**src/logic/stc_defs.vh**
```
// Register offsets, field positions, reset values and timing counts of the timer
`ifndef STC_DEFS_VH
`define STC_DEFS_VH

`define STC_ADDR_W         4
`define STC_OFF_CTRL_A     4'h0
`define STC_OFF_CTRL_B     4'h1
`define STC_OFF_CTRL_C     4'h2
`define STC_OFF_CNT_L      4'h3
`define STC_OFF_CNT_H      4'h4
`define STC_OFF_CAP_L      4'h5
`define STC_OFF_CAP_H      4'h6
`define STC_OFF_CMPA_L     4'h7
`define STC_OFF_CMPA_H     4'h8
`define STC_OFF_CMPB_L     4'h9
`define STC_OFF_CMPB_H     4'hA
`define STC_OFF_CMPC_L     4'hB
`define STC_OFF_CMPC_H     4'hC
`define STC_OFF_FLAGS      4'hD
`define STC_OFF_SRC        4'hE

`define STC_B_FILT         7
`define STC_B_EDGE         6
`define STC_C_FOCA         7
`define STC_C_FOCB         6
`define STC_C_FOCC         5
`define STC_F_CAP          5
`define STC_F_CMPC         3
`define STC_F_CMPB         2
`define STC_F_CMPA         1
`define STC_F_OVF          0

`define STC_CTRL_A_RST     8'h00
`define STC_CTRL_B_RST     8'h00
`define STC_B_WMASK        8'hDF
`define STC_A_WMASK        8'hFF

`define STC_CS_STOP        3'h0
`define STC_CS_DIV1        3'h1
`define STC_CS_DIV8        3'h2
`define STC_CS_DIV64       3'h3
`define STC_CS_DIV256      3'h4
`define STC_CS_DIV1024     3'h5
`define STC_CS_EXT_FALL    3'h6
`define STC_CS_EXT_RISE    3'h7

`define STC_FILT_SAMPLES   4
`define STC_FILT_LAST      3'h3

`endif

```
**src/logic/stc_capture_filter.v**
```verilog
// Capture pin noise filter: output follows after four equal samples
`timescale 1ns/1ps
`include "stc_defs.vh"
module stc_capture_filter (
  // Clock and reset
  input  wire clk,
  input  wire sys_rst,
  // Synchronised input
  input  wire sample_in,
  // Filtered output
  output reg  filtered
);
  reg [2:0] run_len;

  always @(posedge clk or posedge sys_rst) begin
    if (sys_rst) begin
      run_len  <= 3'h0;
      filtered <= 1'b0;
    end else if (sample_in == filtered) begin
      run_len <= 3'h0;
    end else if (run_len == `STC_FILT_LAST) begin
      filtered <= sample_in;
      run_len  <= 3'h0;
    end else begin
      run_len <= run_len + 3'h1;
    end
  end
endmodule // stc_capture_filter

```
**src/logic/stc_timer.v**
```verilog
// Sixteen-bit timer with input capture, three compare channels and forced compare
//
// Strobed register access and the register addresses are this design's own decisions.
`timescale 1ns/1ps
`include "stc_defs.vh"
module stc_timer (
  // Clock and reset
  input  wire       clk,
  input  wire       sys_rst,
  // Register port
  input  wire [3:0] reg_addr,
  input  wire [7:0] reg_wdata,
  input  wire       reg_write,
  input  wire       reg_read,
  output reg  [7:0] reg_rdata,
  // Pins
  input  wire       capture_pin,
  input  wire       comparator_out,
  input  wire       external_count_pin,
  // Waveform outputs
  output reg  [2:0] waveform_output_pin,
  output reg  [2:0] waveform_output_enable
);
  // ==========================================================================
  // Registers
  reg  [7:0]  ctrl_a;
  reg  [7:0]  ctrl_b;
  reg         cap_src_comp;
  reg  [15:0] counter_value;
  reg  [15:0] capture_register;
  reg  [15:0] cmp_a;
  reg  [15:0] cmp_b;
  reg  [15:0] cmp_c;
  reg  [7:0]  high_latch;
  reg  [4:0]  flags;
  reg         cnt_written;
  reg         count_up;
  reg  [9:0]  prescale;
  reg  [9:0]  prescale_d;
  reg  [1:0]  cap_sync;
  reg  [1:0]  cmp_sync;
  reg  [1:0]  ext_sync;
  reg         ext_prev;
  reg         cap_prev;
  reg  [2:0]  wave;

  wire [3:0]  waveform_mode = {ctrl_b[4:3], ctrl_a[1:0]};
  wire [2:0]  clock_select  = ctrl_b[2:0];
  wire        capture_filter_enable = ctrl_b[`STC_B_FILT];
  wire        capture_edge_select   = ctrl_b[`STC_B_EDGE];

  // ==========================================================================
  // Mode decode
  function is_pwm;
    input [3:0] m;
    begin
      is_pwm = !(m == 4'h0 || m == 4'h4 || m == 4'hC);
    end
  endfunction

  function is_phase;
    input [3:0] m;
    begin
      is_phase = (m >= 4'h1 && m <= 4'h3) || (m >= 4'h8 && m <= 4'hB);
    end
  endfunction

  function [15:0] top_of;
    input [3:0]  m;
    input [15:0] ocra;
    input [15:0] icr;
    begin
      case (m)
        4'h1, 4'h5: top_of = 16'h00FF;
        4'h2, 4'h6: top_of = 16'h01FF;
        4'h3, 4'h7: top_of = 16'h03FF;
        4'h4, 4'h9, 4'hB, 4'hF: top_of = ocra;
        4'h8, 4'hA, 4'hC, 4'hE: top_of = icr;
        default: top_of = 16'hFFFF;
      endcase
    end
  endfunction

  function icr_is_top;
    input [3:0] m;
    begin
      icr_is_top = (m == 4'h8 || m == 4'hA || m == 4'hC || m == 4'hE);
    end
  endfunction

  // Pin action on a match in non-PWM modes
  function apply_com;
    input [1:0] com;
    input       cur;
    begin
      case (com)
        2'h1:    apply_com = ~cur;
        2'h2:    apply_com = 1'b0;
        2'h3:    apply_com = 1'b1;
        default: apply_com = cur;
      endcase
    end
  endfunction

  wire [15:0] top = top_of(waveform_mode, cmp_a, capture_register);

  // ==========================================================================
  // Synchronisers and capture filter
  always @(posedge clk or posedge sys_rst) begin
    if (sys_rst) begin
      cap_sync <= 2'h0;
      cmp_sync <= 2'h0;
      ext_sync <= 2'h0;
    end else begin
      cap_sync <= {cap_sync[0], capture_pin};
      cmp_sync <= {cmp_sync[0], comparator_out};
      ext_sync <= {ext_sync[0], external_count_pin};
    end
  end

  wire cap_raw = cap_src_comp ? cmp_sync[1] : cap_sync[1];
  wire cap_filt;

  stc_capture_filter u_filter (
    .clk      (clk),
    .sys_rst  (sys_rst),
    .sample_in(cap_raw),
    .filtered (cap_filt)
  );

  wire cap_in = capture_filter_enable ? cap_filt : cap_raw;

  always @(posedge clk or posedge sys_rst) begin
    if (sys_rst) begin
      cap_prev <= 1'b0;
      ext_prev <= 1'b0;
    end else begin
      cap_prev <= cap_in;
      ext_prev <= ext_sync[1];
    end
  end

  wire cap_edge = capture_edge_select ? (cap_in & ~cap_prev)
                                      : (~cap_in & cap_prev);
  wire cap_event = cap_edge & ~icr_is_top(waveform_mode);

  // ==========================================================================
  // Clock select and prescaler
  always @(posedge clk or posedge sys_rst) begin
    if (sys_rst) begin
      prescale   <= 10'h000;
      prescale_d <= 10'h000;
    end else begin
      prescale   <= prescale + 10'h001;
      prescale_d <= prescale;
    end
  end

  // Prescaler bit k rises once every 2^(k+1) clocks
  wire [9:0] pre_tick = prescale & ~prescale_d;
  reg        tick;

  always @* begin
    case (clock_select)
      `STC_CS_STOP:     tick = 1'b0;
      `STC_CS_DIV1:     tick = 1'b1;
      `STC_CS_DIV8:     tick = pre_tick[2];
      `STC_CS_DIV64:    tick = pre_tick[5];
      `STC_CS_DIV256:   tick = pre_tick[7];
      `STC_CS_DIV1024:  tick = pre_tick[9];
      `STC_CS_EXT_FALL: tick = ext_prev & ~ext_sync[1];
      `STC_CS_EXT_RISE: tick = ~ext_prev & ext_sync[1];
      default:          tick = 1'b0;
    endcase
  end

  // ==========================================================================
  // Register access decode
  wire wr_ctrl_a = reg_write && reg_addr == `STC_OFF_CTRL_A;
  wire wr_ctrl_b = reg_write && reg_addr == `STC_OFF_CTRL_B;
  wire wr_ctrl_c = reg_write && reg_addr == `STC_OFF_CTRL_C;
  wire wr_cnt_l  = reg_write && reg_addr == `STC_OFF_CNT_L;
  wire wr_cap_l  = reg_write && reg_addr == `STC_OFF_CAP_L;
  wire wr_cmpa_l = reg_write && reg_addr == `STC_OFF_CMPA_L;
  wire wr_cmpb_l = reg_write && reg_addr == `STC_OFF_CMPB_L;
  wire wr_cmpc_l = reg_write && reg_addr == `STC_OFF_CMPC_L;
  wire wr_flags  = reg_write && reg_addr == `STC_OFF_FLAGS;
  wire wr_high   = reg_write && (reg_addr == `STC_OFF_CNT_H || reg_addr == `STC_OFF_CAP_H ||
                   reg_addr == `STC_OFF_CMPA_H || reg_addr == `STC_OFF_CMPB_H ||
                   reg_addr == `STC_OFF_CMPC_H);
  wire [15:0] wr_word = {high_latch, reg_wdata};

  wire [2:0] force_strobe = wr_ctrl_c ? {reg_wdata[`STC_C_FOCA], reg_wdata[`STC_C_FOCB],
                                         reg_wdata[`STC_C_FOCC]} : 3'h0;
  wire       force_ok = ~is_pwm(waveform_mode);

  // ==========================================================================
  // Counter and compare matches
  wire [2:0] match_raw = {counter_value == cmp_a, counter_value == cmp_b,
                          counter_value == cmp_c};
  wire [2:0] match = (tick && !cnt_written) ? match_raw : 3'h0;
  wire       at_top = counter_value == top;
  reg  [15:0] next_counter_value;
  reg         next_count_up;

  always @* begin
    next_counter_value = counter_value;
    next_count_up      = count_up;
    if (tick) begin
      if (is_phase(waveform_mode)) begin
        if (count_up && at_top) begin
          next_count_up      = 1'b0;
          next_counter_value = counter_value - 16'h0001;
        end else if (!count_up && counter_value == 16'h0000) begin
          next_count_up      = 1'b1;
          next_counter_value = 16'h0001;
        end else if (count_up) begin
          next_counter_value = counter_value + 16'h0001;
        end else begin
          next_counter_value = counter_value - 16'h0001;
        end
      end else if (at_top) begin
        next_counter_value = 16'h0000;
      end else begin
        next_counter_value = counter_value + 16'h0001;
      end
    end
  end

  always @(posedge clk or posedge sys_rst) begin
    if (sys_rst) begin
      counter_value <= 16'h0000;
      count_up      <= 1'b1;
      cnt_written   <= 1'b0;
    end else if (wr_cnt_l) begin
      counter_value <= wr_word;
      count_up      <= 1'b1;
      cnt_written   <= 1'b1;
    end else begin
      counter_value <= next_counter_value;
      count_up      <= next_count_up;
      if (tick)
        cnt_written <= 1'b0;
    end
  end

  // ==========================================================================
  // Control, compare, capture and shared latch
  always @(posedge clk or posedge sys_rst) begin
    if (sys_rst) begin
      ctrl_a           <= `STC_CTRL_A_RST;
      ctrl_b           <= `STC_CTRL_B_RST;
      cap_src_comp     <= 1'b0;
      cmp_a            <= 16'h0000;
      cmp_b            <= 16'h0000;
      cmp_c            <= 16'h0000;
      capture_register <= 16'h0000;
      high_latch       <= 8'h00;
    end else begin
      if (wr_ctrl_a)
        ctrl_a <= reg_wdata & `STC_A_WMASK;
      if (wr_ctrl_b)
        ctrl_b <= reg_wdata & `STC_B_WMASK;
      if (reg_write && reg_addr == `STC_OFF_SRC)
        cap_src_comp <= reg_wdata[0];
      if (wr_cmpa_l)
        cmp_a <= wr_word;
      if (wr_cmpb_l)
        cmp_b <= wr_word;
      if (wr_cmpc_l)
        cmp_c <= wr_word;
      if (cap_event)
        capture_register <= counter_value;
      else if (wr_cap_l)
        capture_register <= wr_word;
      if (wr_high)
        high_latch <= reg_wdata;
      else if (reg_read) begin
        case (reg_addr)
          `STC_OFF_CNT_L:  high_latch <= counter_value[15:8];
          `STC_OFF_CAP_L:  high_latch <= capture_register[15:8];
          `STC_OFF_CMPA_L: high_latch <= cmp_a[15:8];
          `STC_OFF_CMPB_L: high_latch <= cmp_b[15:8];
          `STC_OFF_CMPC_L: high_latch <= cmp_c[15:8];
          default:         high_latch <= high_latch;
        endcase
      end
    end
  end

  // ==========================================================================
  // Flags: hardware set wins over write-one clear
  wire [4:0] flag_set = {cap_event | (icr_is_top(waveform_mode) & tick & at_top),
                         match[0], match[1], match[2], tick & at_top};
  wire [4:0] flag_clr = wr_flags ? {reg_wdata[`STC_F_CAP], reg_wdata[`STC_F_CMPC],
                         reg_wdata[`STC_F_CMPB], reg_wdata[`STC_F_CMPA],
                         reg_wdata[`STC_F_OVF]} : 5'h00;

  always @(posedge clk or posedge sys_rst) begin
    if (sys_rst)
      flags <= 5'h00;
    else
      flags <= (flags & ~flag_clr) | flag_set;
  end

  // ==========================================================================
  // Waveform outputs
  wire [1:0] com_a = ctrl_a[7:6];
  wire [1:0] com_b = ctrl_a[5:4];
  wire [1:0] com_c = ctrl_a[3:2];
  wire [2:0] fire  = match | (force_ok ? force_strobe : 3'h0);
  reg  [2:0] next_wave;

  always @* begin
    next_wave = wave;
    if (!is_pwm(waveform_mode)) begin
      if (fire[2])
        next_wave[2] = apply_com(com_a, wave[2]);
      if (fire[1])
        next_wave[1] = apply_com(com_b, wave[1]);
      if (fire[0])
        next_wave[0] = apply_com(com_c, wave[0]);
    end else begin
      if (match[2] && com_a[1])
        next_wave[2] = com_a[0] ^ (is_phase(waveform_mode) && !count_up);
      else if (!is_phase(waveform_mode) && tick && at_top && com_a[1])
        next_wave[2] = ~com_a[0];
      if (match[1] && com_b[1])
        next_wave[1] = com_b[0] ^ (is_phase(waveform_mode) && !count_up);
      else if (!is_phase(waveform_mode) && tick && at_top && com_b[1])
        next_wave[1] = ~com_b[0];
      if (match[0] && com_c[1])
        next_wave[0] = com_c[0] ^ (is_phase(waveform_mode) && !count_up);
      else if (!is_phase(waveform_mode) && tick && at_top && com_c[1])
        next_wave[0] = ~com_c[0];
    end
  end

  always @(posedge clk or posedge sys_rst) begin
    if (sys_rst) begin
      wave                   <= 3'h0;
      waveform_output_pin    <= 3'h0;
      waveform_output_enable <= 3'h0;
    end else begin
      wave                   <= next_wave;
      waveform_output_pin    <= next_wave;
      waveform_output_enable <= {com_a != 2'h0, com_b != 2'h0, com_c != 2'h0};
    end
  end

  // ==========================================================================
  // Read data
  always @(posedge clk or posedge sys_rst) begin
    if (sys_rst)
      reg_rdata <= 8'h00;
    else if (reg_read) begin
      case (reg_addr)
        `STC_OFF_CTRL_A: reg_rdata <= ctrl_a;
        `STC_OFF_CTRL_B: reg_rdata <= ctrl_b;
        `STC_OFF_CTRL_C: reg_rdata <= 8'h00;
        `STC_OFF_CNT_L:  reg_rdata <= counter_value[7:0];
        `STC_OFF_CAP_L:  reg_rdata <= capture_register[7:0];
        `STC_OFF_CMPA_L: reg_rdata <= cmp_a[7:0];
        `STC_OFF_CMPB_L: reg_rdata <= cmp_b[7:0];
        `STC_OFF_CMPC_L: reg_rdata <= cmp_c[7:0];
        `STC_OFF_CNT_H, `STC_OFF_CAP_H, `STC_OFF_CMPA_H,
        `STC_OFF_CMPB_H, `STC_OFF_CMPC_H: reg_rdata <= high_latch;
        `STC_OFF_FLAGS:  reg_rdata <= {2'h0, flags[4], 1'b0, flags[3:0]};
        `STC_OFF_SRC:    reg_rdata <= {7'h00, cap_src_comp};
        default:         reg_rdata <= 8'h00;
      endcase
    end else
      reg_rdata <= 8'h00;
  end
endmodule // stc_timer

```
**config.mk**
```make
export PLATFORM = sky130hd
export DESIGN_NAME = stc_timer
export DESIGN_NICKNAME = d
export VERILOG_FILES = /design/src/logic/stc_capture_filter.v /design/src/logic/stc_timer.v
export VERILOG_INCLUDE_DIRS = /design/src /design/src/logic
export SDC_FILE = /design/constraint.sdc
export NUM_CORES = 1
export LEC_CHECK = 0
export ABC_AREA = 1
export BUFFER_PORTS_ARGS = -buffer_cell sky130_fd_sc_hd__buf_4
export CORE_ASPECT_RATIO = 0.7
export CORE_MARGIN = 2
export CORE_UTILIZATION = 63
export CTS_CLUSTER_SIZE = 25
export DETAILED_ROUTE_END_ITERATION = 12
export PLACE_DENSITY = 0.87
export SYNTH_ARGS = -nofsm -noshare
export SYNTH_HDL_FRONTEND = slang
export SYNTH_HIERARCHICAL = 1
export SYNTH_SLANG_ARGS = --single-unit
```
**constraint.sdc**
```tcl
create_clock -name clk -period 6.5 [get_ports clk]
set_clock_uncertainty 0.15 [all_clocks]
set_input_delay 0.975 -clock clk [delete_from_list [all_inputs] [get_ports clk]]
set_output_delay 0.975 -clock clk [all_outputs]
set_load 0.05 [all_outputs]
```
==> metrics.md <==
| Metric | Value |
|---|---|
| R2R Setup Slk | 2.92 ns |
| Pin count of the biggest net entering global routing | 83 |
| Peak supply drop | 0.199 mV |
| Complex-gate fraction of the synthesized area | 15.3% |
| Share of layout cells above drive strength 1 | 7.13% |
| Initial antenna violation count | 0 |
| H-tree levels | 4 |
| Hold depth | 0 |
| R2R Path Start | ctrl_a[0] |
| CTS Buf Count | 17 |
| Final Hold Viols | 0 |
| Hold path endpoint | cap_sync[1] |
| CTS resizes | 0 |
| First DRT Iteration DRCs | 1620 |
| Fill cells | 1144 |
| Area after DPL | 9860 µm² |
| Reg area | 3780 µm² |
| CP max FO | 18 |
| Diode count | 0 |
| Drt total wl | 31400 µm |
| Synth unique cells | 45 |
| Layout area overhead | 9.76% |
| Leakage Power | 5.14 nW |
| Die area | 16200 µm² |
| Syn Nets | 1373 |
| Post-layout util | 71.2% |
| Multi-input gate area | 4940 µm² |
| Fin nets | 1375 |
| Post-CTS setup buffer count | 0 |
| Initial Util | 64.8% |
| TritonCTS clock tree | built |
| Chip Width | 151 µm |
| Wire per inst | 20.2 µm |
| First-pass GRT wire length | 49600 µm |
| Post-synthesis mux area share | 0% |
| Arr. time, crit path | 3.93 ns |
| Via count | 10.0k |
| Synth area leaders | dfrtp_1 39%, nand2_1 15%, o21ai_0 6.7% |
| Worst skew pair latency | 0.43 ns |
| R2r worst-path depth | 16 |
| Clock Root Buffer | clkbuf_16 |
| Xor/xnor share of the synthesized area | 5.49% |
| Core Area | 14800 µm² |
| Worst Hold Launch | cap_sync[0] |
| Yosys top cell area share | 39.2% |
| Number of synthesized register bits | 151 |
| Synth Area in Simple Gates | 29.7% |
| Outcome | completed |
| Fmax | 269 MHz |
| Max clock buf depth | 2 |
| Min-Delay Path Class | reg2reg |
| Fin crit share | 57.2% |
| Crit path kind | in2reg |
| I/O pin total | 33 |
| # DRC | 0 |
| Fin Setup TNS | 0 ns |
| Vias/cell | 6.44 |
| Hold-fix buffers, CTS | 0 |
| Crit end category | register |
| Worst R2R End | counter_value[14] |
| CTS clk-pin slew, worst paths | 0.07 ns |
| Largest family of logic cells by synthesized area | simple AND/OR/NAND/NOR gates |
| Register area share after synthesis | 39.5% |
| Post-Syn Instances | 1346 |
| Dominant cell type by area after synthesis | dfrtp_1 |
| Slew @ Worst Pin | 1.24 ns |
| Post-synth ARST share | 100% |
| Die Y | 107 µm |
| Power density cells | 423 nW/µm² |
| Total track usage | 40.4% |
| Tmin final | 3.72 ns |
| Slew Viols, Final | 0 |
| Fin cells | 1556 |
| Max_cap viols | 0 |
| Final Wtd Congestion | 0.996 |
| Critical Path RT | 6.71 ns |
| Number of enable flip-flop cells after synthesis | 0 |
| Vias in the first global route | 9037 |
| Clk sink count | 151 |
| Final ANT Viol Nets | 0 |
| RSZ-0062 raised after global routing | false |
| Mean Syn Cell Area | 7.11 µm² |
| Final instance area | 10500 µm² |
| Yosys warns | 6 |
| Placed insts | 1524 |
| Number of cell rows | 37 |
| Main synth FF type | dfrtp_1 |
| Final setup viols | 0 |
| Port bufs | 32 |
| Drt pass-1 iters | 7 |
| Detail Placement HPWL | 21900 µm |
| Startpoint kind of the worst setup timing path | input port |
| Hold_ws | 0.200 ns |
| Grt total ovfl | 0 |
| Adder-cell share of the synthesized area | 1.05% |
| Rel. slew slack | 17.3% |
| Cell Area, Synth | 9580 µm² |
[sequential cells by signal, summed over array words and instances, names as in the netlist, 2 cells and up]
name,flops
high_latch,8
flags,5
ext_sync,2
wave,3
prescale_d,4
cmp_sync,2
u_filter/run_len,3
capture_register,16
cmp_b,16
prescale,10
ctrl_a,8
cap_sync,2
waveform_output_enable,3
counter_value,16
reg_rdata,8
cmp_a,16
cmp_c,16
ctrl_b,7
[per-stage QoR]
| stage | power [mW] | setup slack, ns |
|---|---|---|
| 2_1_floorplan | 2.73 | 1.43 |
| 3_3_place_gp | 3.18 | 2.61 |
| 3_5_place_dp | 3.23 | 2.52 |
| 4_1_cts | 4.35 | 2.91 |
| 5_1_grt | 4.69 | 2.43 |
| 6_report | 4.45 | 2.78 |
[worst max-delay path, stage by stage]
cell and delay, ns:
buf_4 0.12, nor2_1 0.13, inv_1 0.11, nor2_1 0.18
clkinv_1 0.38, nor2_2 0.73, nor2_1 0.50, inv_1 0.43
o21ai_0 0.17, inv_1 0.09, nand2_1 0.05, nand2_1 0.05
[metal layers]
layer  up-vias  GRT usage [%]  part of all wire [%]
li1       4456              -                     -
met1      4567           57.9                    39
met2       863           56.8                    40
met3       141           13.7                    17
met4         0           14.8                   4.1
met5         -              0                     0
[synth_stat cells, types with 16 or more instances]
cell	instances
o21ai_0	128
o22ai_1	16
o221ai_1	28
nand2_1	382
nor3_1	23
nor2_1	128
dfrtp_1	150
xor2_1	48
inv_1	144
a21oi_1	31
clkbuf_1	40
nand4_1	43
nand3_1	63
[cells in the final DEF, fill, tap and decap left out, drive strengths merged, types with 6 or more instances in the layout]
cell type / n
nand3: 67
nor4: 6
dfrtp: 150
nand4: 44
o221ai: 28
buf: 41
xor2: 48
clkbuf: 17
nor2: 133
ha: 8
a21oi: 31
a211oi: 6
o211ai: 8
nand2: 390
inv: 156
o21ai: 137
xnor2: 12
clkinv: 10
nor3: 23
o22ai: 16
[kinds of logic after synthesis]
| group | Yosys count |
|---|---|
| and+or+nand+nor | 667 |
| AOI/OAI and AO/OA | 247 |
| buffers and inverters | 213 |
| DFF | 151 |
| xor gates and xnor gates | 60 |
| adders and majority gates | 8 |
[power breakdown]
part | leakage (nW) | internal, mW | switching (mW)
registers | 1.93 | 1.17 | 0.347
logic | 2.89 | 0.584 | 1.23
clock network | 0.321 | 0.661 | 0.455
total | 5.14 | 2.41 | 2.04
[area by class of cell]
class	count	share of cell area (%)
Tap cell	195	2.32
Clock inverter	15	2.15
Clock buffer	17	4.05
Sequential cell	151	36.0
Inverter	155	5.58
Multi-Input combinational cell	982	47.0
Timing Repair Buffer	41	2.93
[worst max-delay path by stage]
stage,start,endpoint,cells after the start
6_report,reg_addr[3],counter_value[10],12
5_1_grt,reg_addr[3],counter_value[10],12
4_1_cts,reg_addr[3],counter_value[10],12
3_5_place_dp,reg_addr[3],counter_value[10],12
3_3_place_gp,reg_addr[3],counter_value[10],12
2_1_floorplan,sys_rst,cap_prev,1
Power figures use the tool's default switching activity.
